$ cat src/core/tpg_defs.svh
// Offsets, field positions, reset values and timing counts for the gate
// driver logic. Included by the package and by the core module.
`ifndef TPG_DEFS_SVH
`define TPG_DEFS_SVH

// Clock rate and boost timing
`define TPG_CLK_KHZ 20000
`define TPG_OFF_TIME_NS 5000
`define TPG_OFF_CYC ((`TPG_OFF_TIME_NS * `TPG_CLK_KHZ) / 1000000)
`define TPG_BLANK_TIME_NS 200
`define TPG_BLANK_CYC ((`TPG_BLANK_TIME_NS * `TPG_CLK_KHZ) / 1000000)

// Register byte offsets
`define TPG_ADR_STATUS 8'h00
`define TPG_ADR_CTRL 8'h04

// Reset value of the blanking field in the control register
`define TPG_CTRL_RST 8'h04

// Status register field positions
`define TPG_ST_HIGH 0
`define TPG_ST_LOW 3
`define TPG_ST_STG 6
`define TPG_ST_STB 9
`define TPG_ST_FAULT 12
`define TPG_ST_OV 13
`define TPG_ST_UV 14
`define TPG_ST_SHUT 15
`define TPG_ST_BOOST 16
`define TPG_ST_GATE_REGULATOR 17

`endif

$ cat src/core/tpg_pkg.sv
// Types shared by the gate driver logic.
// Assumes tpg_defs.svh is on the include path.
`default_nettype none
`include "tpg_defs.svh"

package tpg_pkg;

    // Pin and comparator inputs, one sample
    typedef struct packed {
        logic en;
        logic [2:0] hi;
        logic [2:0] lo;
        logic [2:0] hs_vds;
        logic [2:0] ls_vds;
        logic bridge_open;
        logic bat_ov;
        logic bat_uv;
        logic gate_regulator_uv;
        logic vdd_uv;
        logic thermal;
        logic boost_ocp;
        logic boost_ov;
    } tpg_pins_t;

    // Boost switch control states
    typedef enum logic [2:0] {
        BST_IDLE = 3'h1,
        BST_ON = 3'h2,
        BST_HOLD = 3'h4
    } tpg_bst_t;

    // Whole module state
    typedef struct packed {
        tpg_pins_t s1;
        tpg_pins_t s2;
        logic [2:0] high_gate;
        logic [2:0] low_gate;
        logic [2:0] stg;
        logic [2:0] stb;
        logic fault_n;
        logic ov;
        logic uv;
        logic flag_oe;
        logic shut;
        logic gate_regulator_on;
        logic boost_sw;
        tpg_bst_t bst;
        logic [6:0] off;
        logic [7:0] blank;
        logic [7:0] ctrl;
        logic ack;
        logic [31:0] dat;
    } tpg_state_t;

endpackage

`default_nettype wire

$ cat src/core/tpg_core.sv
// Digital control of a three-phase bridge gate driver with fault logic.
// Assumes comparator results arrive as asynchronous levels and that a
// classic Wishbone master on clk_i reaches the registers.
//
// What this block does
// - Fault low when an on transistor overloads.
// - High side vs drain, low side vs return.
// - Lead faults only reported, gates untouched.
// - Fault low on any supply or lead fault.
// - Battery flags follow hysteretic comparators.
// - Battery flags float on thermal or logic undervoltage.
// - Battery flags never both high.
// - Shutdown forces gates low, boost and regulator off.
// - Boost overcurrent forces fixed switch off-time.
// - Blank current limit after each switch turn-on.
// - Inhibit boost while its output is high.
// - Enable low forces all gates low.
// - Enable high maps commands to gates.
// - Both commands high turns both gates off.
// - Short-to-battery only with low gate on, enabled.
// - Short-to-ground with high gate on or open drain sense, enabled.
// - Open drain sense reads as ground short.
//
// Local design decisions: the placing of the registers and the Wishbone slave port.
`default_nettype none
`include "tpg_defs.svh"

module tpg_core (
    input wire logic clk_i,
    input wire logic rst_i,
    input wire logic enable_i,
    input wire logic [2:0] high_side_cmd_i,
    input wire logic [2:0] low_side_cmd_i,
    input wire logic [2:0] high_vds_over_i,
    input wire logic [2:0] low_vds_over_i,
    input wire logic bridge_open_i,
    input wire logic bat_over_i,
    input wire logic bat_under_i,
    input wire logic gate_regulator_under_i,
    input wire logic logic_supply_under_i,
    input wire logic thermal_i,
    input wire logic boost_ocp_i,
    input wire logic boost_output_high_i,
    output logic [2:0] high_gate_out_o,
    output logic [2:0] low_gate_out_o,
    output logic fault_n_o,
    output logic battery_over_flag_o,
    output logic battery_over_flag_oe_o,
    output logic battery_under_flag_o,
    output logic battery_under_flag_oe_o,
    output logic boost_switch_o,
    output logic gate_regulator_on_o,
    input wire logic wb_cyc_i,
    input wire logic wb_stb_i,
    input wire logic wb_we_i,
    input wire logic [7:0] wb_adr_i,
    input wire logic [3:0] wb_sel_i,
    input wire logic [31:0] wb_dat_i,
    output logic [31:0] wb_dat_o,
    output logic wb_ack_o
);

    // Fixed off-time reload value; blanking reloads from the control register
    localparam logic [6:0] OFF_LOAD = 7'(`TPG_OFF_CYC - 1);

    // Gate pair for one phase: {high, low}
    function automatic logic [1:0] gate_map(input logic en,
        input logic hi, input logic lo, input logic shut);
        gate_map = (en && !shut) ? {hi & ~lo, lo & ~hi} : 2'h0;
    endfunction

    tpg_pkg::tpg_state_t q; // Registered state
    tpg_pkg::tpg_state_t next_q; // Next state
    tpg_pkg::tpg_pins_t pins; // Raw pin sample
    logic shut; // Shutdown condition
    logic hiz; // Battery flags float
    logic [2:0] stg; // Short-to-ground per phase
    logic [2:0] stb; // Short-to-battery per phase
    logic [1:0] pair; // Gate pair scratch

    // Gather raw inputs
    always_comb begin
        pins.en = enable_i;
        pins.hi = high_side_cmd_i;
        pins.lo = low_side_cmd_i;
        pins.hs_vds = high_vds_over_i;
        pins.ls_vds = low_vds_over_i;
        pins.bridge_open = bridge_open_i;
        pins.bat_ov = bat_over_i;
        pins.bat_uv = bat_under_i;
        pins.gate_regulator_uv = gate_regulator_under_i;
        pins.vdd_uv = logic_supply_under_i;
        pins.thermal = thermal_i;
        pins.boost_ocp = boost_ocp_i;
        pins.boost_ov = boost_output_high_i;
    end

    // Next state of the whole block
    always_comb begin
        next_q = q;
        // Two-stage synchroniser on every pin
        next_q.s1 = pins;
        next_q.s2 = q.s1;
        shut = q.s2.thermal | q.s2.vdd_uv | q.s2.bat_uv;
        hiz = q.s2.thermal | q.s2.vdd_uv;
        pair = 2'h0;
        // Command mapping per phase; only shutdown enters here, lead faults do not
        for (int i = 0; i < 3; i++) begin
            pair = gate_map(q.s2.en, q.s2.hi[i], q.s2.lo[i],
                shut);
            next_q.high_gate[i] = pair[1];
            next_q.low_gate[i] = pair[0];
        end
        // Drain-source checks against the gates now driven
        stb = q.low_gate & q.s2.ls_vds & {3{q.s2.en}};
        stg = ((q.high_gate & q.s2.hs_vds) | {3{q.s2.bridge_open}})
            & {3{q.s2.en}};
        next_q.stg = stg;
        next_q.stb = stb;
        // Summary fault, active low
        next_q.fault_n = !((|stb) || (|stg) || q.s2.bat_ov
            || q.s2.bat_uv || q.s2.gate_regulator_uv || q.s2.vdd_uv
            || q.s2.thermal);
        // Battery flags follow the hysteretic comparators
        next_q.ov = q.s2.bat_ov & ~hiz;
        next_q.uv = q.s2.bat_uv & ~q.s2.bat_ov & ~hiz;
        next_q.flag_oe = ~hiz;
        next_q.shut = shut;
        next_q.gate_regulator_on = ~shut;
        // Boost switch control
        case (q.bst)
            tpg_pkg::BST_IDLE: begin
                // Start a new pulse when allowed
                if (!shut && !q.s2.boost_ov) begin
                    next_q.bst = tpg_pkg::BST_ON;
                    next_q.blank = q.ctrl;
                end
            end
            tpg_pkg::BST_ON: begin
                if (shut || q.s2.boost_ov) begin
                    next_q.bst = tpg_pkg::BST_IDLE;
                end else if (q.blank != 8'h00) begin
                    next_q.blank = q.blank - 8'h01;
                end else if (q.s2.boost_ocp) begin
                    next_q.bst = tpg_pkg::BST_HOLD;
                    next_q.off = OFF_LOAD;
                end
            end
            tpg_pkg::BST_HOLD: begin
                // Count down the off-time
                if (q.off == 7'h00) begin
                    next_q.bst = tpg_pkg::BST_IDLE;
                end else begin
                    next_q.off = q.off - 7'h01;
                end
            end
            default: begin
                next_q.bst = tpg_pkg::BST_IDLE;
            end
        endcase
        next_q.boost_sw = (next_q.bst == tpg_pkg::BST_ON);
        // Wishbone slave, one answer per request, ack registered one cycle after the strobe
        next_q.ack = wb_cyc_i & wb_stb_i & ~q.ack;
        next_q.dat = 32'h0000_0000;
        if (wb_cyc_i && wb_stb_i && !q.ack) begin
            if (wb_adr_i == `TPG_ADR_CTRL) begin
                next_q.dat = {24'h00_0000, q.ctrl};
            end else if (wb_adr_i == `TPG_ADR_STATUS) begin
                next_q.dat[`TPG_ST_HIGH +: 3] = q.high_gate;
                next_q.dat[`TPG_ST_LOW +: 3] = q.low_gate;
                next_q.dat[`TPG_ST_STG +: 3] = q.stg;
                next_q.dat[`TPG_ST_STB +: 3] = q.stb;
                next_q.dat[`TPG_ST_FAULT] = ~q.fault_n;
                next_q.dat[`TPG_ST_OV] = q.ov;
                next_q.dat[`TPG_ST_UV] = q.uv;
                next_q.dat[`TPG_ST_SHUT] = q.shut;
                next_q.dat[`TPG_ST_BOOST] = q.boost_sw;
                next_q.dat[`TPG_ST_GATE_REGULATOR] = q.gate_regulator_on;
            end
        end
        // Write lands on the edge where the master samples ack high
        if (wb_cyc_i && wb_stb_i && q.ack && wb_we_i && wb_sel_i[0]
            && wb_adr_i == `TPG_ADR_CTRL) begin
            next_q.ctrl = wb_dat_i[7:0];
        end
    end

    // State register with synchronous reset
    always_ff @(posedge clk_i) begin
        if (rst_i) begin
            q <= '0;
            q.fault_n <= 1'b1;
            q.bst <= tpg_pkg::BST_IDLE;
            q.ctrl <= `TPG_CTRL_RST;
        end else begin
            q <= next_q;
        end
    end

    // Outputs straight from flip-flops
    assign high_gate_out_o = q.high_gate;
    assign low_gate_out_o = q.low_gate;
    assign fault_n_o = q.fault_n;
    assign battery_over_flag_o = q.ov;
    assign battery_over_flag_oe_o = q.flag_oe;
    assign battery_under_flag_o = q.uv;
    assign battery_under_flag_oe_o = q.flag_oe;
    assign boost_switch_o = q.boost_sw;
    assign gate_regulator_on_o = q.gate_regulator_on;
    assign wb_dat_o = q.dat;
    assign wb_ack_o = q.ack;
endmodule

`default_nettype wire

$ cat config.mk
export PLATFORM = sky130hd
export DESIGN_NAME = tpg_core
export DESIGN_NICKNAME = d
export VERILOG_FILES = /design/src/core/tpg_pkg.sv /design/src/core/tpg_core.sv
export VERILOG_INCLUDE_DIRS = /design/src /design/src/core
export SDC_FILE = /design/constraint.sdc
export NUM_CORES = 1
export LEC_CHECK = 0
export BUFFER_PORTS_ARGS = -buffer_cell sky130_fd_sc_hd__buf_2
export CAP_MARGIN = 20
export CORE_MARGIN = 2
export CORE_UTILIZATION = 40
export DETAILED_ROUTE_END_ITERATION = 16
export HOLD_SLACK_MARGIN = 0.08
export MAX_ROUTING_LAYER = met4
export PLACE_DENSITY = 0.69
export SLEW_MARGIN = 20
export SYNTH_ARGS = -nofsm -noshare
export SYNTH_HDL_FRONTEND = slang
export SYNTH_SLANG_ARGS = --single-unit
$ cat constraint.sdc
create_clock -name clk_i -period 2.5 [get_ports clk_i]
set_input_delay 0.125 -clock clk_i [delete_from_list [all_inputs] [get_ports clk_i]]
set_output_delay 0.125 -clock clk_i [all_outputs]
set_load 0.05 [all_outputs]
* After elaboration in Yosys (flattened, before gate mapping) *
Index checks and enable logic that the tools add are counted.

operators by class
  muxes and demuxes = 14
  bitwise operators = 32
  reductions and logical operators = 31
  eq/ne operators = 11
  add/sub/neg operators = 2

operator list
  operator             number
  $mux 18              2
  $mux 10              2
  $mux 8               2
  $pmux 8 s2           1
  $mux 15              1
  $not 1->1            14
  $pmux 7 s2           1
  $and 3x3->3          4
  $ne 2x2->1 const B   6
  $and 1x1->1          11
  $mux 3               3
  $pmux 3 s3           1
  $eq 8x3->1 const B   1
  $logic_and 1x1->1    8
  $logic_not 8->1      1
  $reduce_bool 8->1    1
  $sub 8x1->8 const B  1
  $logic_not 7->1      1
  $logic_or 1x1->1     7
  $mux 7               1
  $sub 7x1->7 const B  1
  $eq 3x2->1 const B   2
  $reduce_or 3->1      2
  $reduce_and 5->1     1
  other kinds (9)      15

word-level totals
  input bits = 70
  bits in registers = 120
  output and inout bits = 46
  logic and storage cells = 135

* Depth between registers and ports, before layout *
  depth in word-level cells = 11
  mapped depth = 7

* Worst setup path after synthesis *
OpenSTA, ideal clock, no wires.

  path type = register to register
  from = register q[41] in the netlist's numbering
  to = register q, in the netlist boost_switch_o
  data required time = 2.382 ns
  library setup time = 0.118 ns
  setup slack = 0.683 ns
  arrival = 1.699 ns
  stages on the path, launching flop included = 7
  cells stage by stage = dfxtp_1 -> inv_1 -> ha_1 -> or4b_4 -> or3_2 -> a21oi_1 -> nor2_1

between the ends
  word-level cells in the longest chain between the ends = 5

ends and longest elaborated chain
  item                    line             RTL
  from (decl)             tpg_core.sv:72   tpg_pkg::tpg_state_t q;
  from (signal assigned)  tpg_core.sv:196  q <= next_q;
  $reduce_bool 8->1       tpg_core.sv:142  end else if (q.blank != 8'h00) begin
  $mux 10                 tpg_core.sv:142
  $mux 3                  tpg_core.sv:140  if (shut || q.s2.boost_ov) begin
  $pmux 3 s3              tpg_core.sv:131  case (q.bst)
  $eq 3x2->1              tpg_core.sv:161  next_q.boost_sw = (next_q.bst == tpg_pkg::BST_ON);

No other way between the ends. The select of a mux whose other input is x is not followed.
A chain may end at the register's enable or synchronous reset.

* Worst setup path after layout *
  from = register q[41] in the netlist's numbering
  to = register q[41] in the netlist's numbering

between the ends
  word-level cells in the longest chain between the ends = 4

ends and longest elaborated chain
  item         line             RTL
  $sub 8x1->8  tpg_core.sv:143  next_q.blank = q.blank - 8'h01;
  $mux 8       tpg_core.sv:142
  $mux 15      tpg_core.sv:140
  $pmux 8 s2   tpg_core.sv:131

Several ways; a longest one is shown, not always the timed one. The select of a mux whose other input is x is not followed.

==> run_results.csv <==
group,metric,value,unit
outcome,status,"finished clean",
hold_path,holdPathEnd,"wb_dat_o[12]$_SDFF_PP0_",
grt,antenna_found_initial,0,
setup_path,ff2ff_path_depth,6,
logic_synthesis,synth_seq_area_share,53.9,%
grt,grtUsageMet3,3.97,%
setup_path,path_cells,"inv_1, ha_1, or4b_4, nor3_4, or2_1, o221a_1",
timing,worst_pin_slew,0.726,ns
logic_synthesis,synth_top_family_by_area,"simple AND/OR/NAND/NOR gates",
floorplanning,dieArea,10700,um2
grt,top_usage_layer,"met2",
floorplanning,rows,36,
drt,antenna_left,0,
grt,grt_pass1_vias,2475,
timing,period_needed,2.11,ns
setup_path,required,2.80,ns
pwr,p_leak,0.00192,uW
grt,met1_usage,17.5,%
cts,cts_made_buffers,9,
setup_path,slowest_delay,0.52,ns
logic_synthesis,syn-cell-area,3940,um2
grt,grt_use_total,14.8,%
cts,cts_sinks,106,
logic_synthesis,synth_fa_ha_area_share,1.27,%
logic_synthesis,synth_top_area_cell,"dfxtp_1",
timing,rsz0062_at_grt,"no",
timing,tns,0,ns
hold_path,worstHoldStart,"wb_adr_i[6]",
timing,post-route-period-util,84.4,%
drt,drt_pre_antenna_iters,4,
setup_path,slowest_stage,"or4b_4",
setup_path,reg2reg_from,"q[41]$_SDFFE_PP0P_",
place,gp_congestion,0.865,
drt,drc,0,
timing,fmax,474,MHz
floorplanning,pin_count,116,
layout,final_cell_mix,"dfxtp_1 (106), buf_2 (74), nor2b_1 (45)",
place,place_area,4190,um2
place,hpwl,5.30,mm
layout,drive_gt1_share,22.2,%
setup_path,cp-start-kind,"flip-flop",
grt,overflow,0,
drt,vias,2770,
logic_synthesis,synth_xor_area_share,0.667,%
layout,antenna-diode-count,0,
setup_path,cp_max_fo,10,
setup_path,crit_family,"simple AND/OR/NAND/NOR gates",
setup_path,critical_path_class,"reg2reg",
logic_synthesis,yosys_warnings,0,
grt,grt_max_degree,49,
logic_synthesis,yosys.area.top_type_share,53.9,%
timing,whs,0.101,ns
drt,viasPerCell,4.61,
drt,wirelength,7.44,mm
cts,worstSkewPairLatency,0.36,ns
logic_synthesis,synthCells,385,
drt,initialDrtViolationCount,112,
timing,finalHoldViolCount,0,
logic_synthesis,synth_edf_count,0,
logic_synthesis,synth_cell_type_count,54,
layout,stdcell_area,4670,um2
floorplanning,core,9680,um2
grt,grt_pass1_wl,11.6,mm
cts,htreeDepth,3,
cts,path_clk_slew,0.10,ns
pwr,vdd_drop_max,0.000308,V
layout,fin_nets,537,
hold_path,hold_path_depth,4,
floorplanning,die_h,103,um
grt,met2_usage,24.1,%
setup_path,worstReg2RegEnd,"q[41]$_SDFFE_PP0P_",
setup_path,endpoint_kind,"flip-flop",
cts,cts-root-buf,"clkbuf_8",
logic_synthesis,ys_top_cells_by_area,"dfxtp_1 (54%), buf_4 (7.4%), nor2b_1 (7.1%)",
timing,skew,0.00693,ns
layout,area_growth,18.6,%
layout,n_fill_cell,887,
setup_path,crit_buf_inv,1,
timing,setup_viol,0,
logic_synthesis,synth_mux_area_share,2.29,%
setup_path,regToRegSetupSlack,0.39,ns
drt,wire_per_inst,12.4,um
flow_run,maxCapViolations,0,
logic_synthesis,synth_simple_gate_area_share,22.6,%
floorplanning,die_x,103,um
floorplanning,start_util,40.7,%
cts,cts_tree,"yes",
logic_synthesis,synth-seq-cells,106,
place,placed_cells_incl_taps,555,
logic_synthesis,synth_top_flop_cell,"dfxtp_1",
hold_path,hold_path_class,"in2reg",
logic_synthesis,syn_area_per_cell,10.2,um2
logic_synthesis,async_flop_share,0,%
logic_synthesis,synth_compound_area_share,9.15,%
layout,layoutNonFillerInstCount,601,
setup_path,crit_arrival,2.41,ns
pwr,p_per_area,648,nW/um2
timing,slew_viol_final,0,
cts,cts_max_path_buffers,2,
place,port_buffers,74,
timing,slew_headroom,51.4,%
layout,final_common_cell,"dfxtp_1",
==> worst register-to-register path: stages (launching register included) <==
cell,delay [ns]
dfxtp_1,0.36
inv_1,0.10
ha_1,0.16
or4b_4,0.52
nor3_4,0.35
or2_1,0.34
o221a_1,0.23
==> timing repair <==
action                    in CTS  in global routing
setup buffers                  0                  0
hold endpoints to repair      30                  0
hold buffers                  30                  0
gates resized for setup        0                  0
==> routing by layer <==
layer  wire (um)  part of all wire [%]
met2        3510                    47
met5           0                     0
met3         444                   6.0
met1        3390                    46
met4         100                   1.3
==> worst max path at each step <==
stage / cells after the start / to / startpoint
finish: 6 / q[41]$_SDFFE_PP0P_ / q[41]$_SDFFE_PP0P_
global route: 4 / q[47]$_SDFFE_PP0P_ / q[80]$_SDFF_PP0_
detailed placement: 6 / q[41]$_SDFFE_PP0P_ / q[41]$_SDFFE_PP0P_
floorplan: 6 / boost_switch_o$_SDFF_PP0_ / q[41]$_SDFFE_PP0P_
CTS: 6 / q[41]$_SDFFE_PP0P_ / q[41]$_SDFFE_PP0P_
global placement: 6 / q[41]$_SDFFE_PP0P_ / q[41]$_SDFFE_PP0P_
==> cells in the mapped netlist (4+ instances only) <==
cell and n:
ha_1 4, and2_1 11, o31ai_1 6, inv_1 10, nor4_1 5, o311ai_0 6
dfxtp_1 106, a21oi_1 12, nor2b_1 45, a22o_1 8, nor3b_1 10, buf_4 39
nor3_1 13, clkbuf_1 9, mux2i_1 9, nor2_1 31, nand2_1 12
==> state kept, by name, summed over array words and instances (netlist names) <==
name / flops
battery_under_flag_o: 1
wb_ack_o: 1
high_gate_out_o: 3
battery_over_flag_o: 1
wb_dat_o: 18
boost_switch_o: 1
next_q: 21
gate_regulator_on_o: 1
q: 54
low_gate_out_o: 3
battery_over_flag_oe_o: 1
fault_n_o: 1
==> stage by stage <==
stage | power [uW] | util (%) | setup slack, ns
after global placement | 2080 | 43.3 | 0.502
after floorplan | 2030 | - | 0.683
after detailed placement | 2080 | 43.3 | 0.454
final | 3030 | 48.2 | 0.390
after CTS | 3050 | 48.2 | 0.407
after global routing | 3160 | 48.2 | 0.272
==> layout make-up <==
cell class	instances	area, um2	share of cell area (%)
Clock buffer	10	128	2.73
Clock inverter	6	51.3	1.10
Inverter	10	37.5	0.804
Multi-Input combinational cell	229	1470	31.5
Sequential cell	106	2120	45.5
Tap cell	133	166	3.56
Timing Repair Buffer	107	693	14.8
==> report_power, final <==
part	switching [uW]	internal, uW	total [uW]
clock	570	376	946
combinational	194	123	317
sequential	26.4	1740	1760
==> cells by family after synthesis <==
logic type	after synthesis
AO/OA/AOI/OAI	49
flip-flops	106
XOR/XNOR	3
AND/OR/NAND/NOR	150
other	1
adder cells (fa/ha/maj)	4
buffers and inverters	63
multiplexers	9
(Power assumes the default switching activity.)
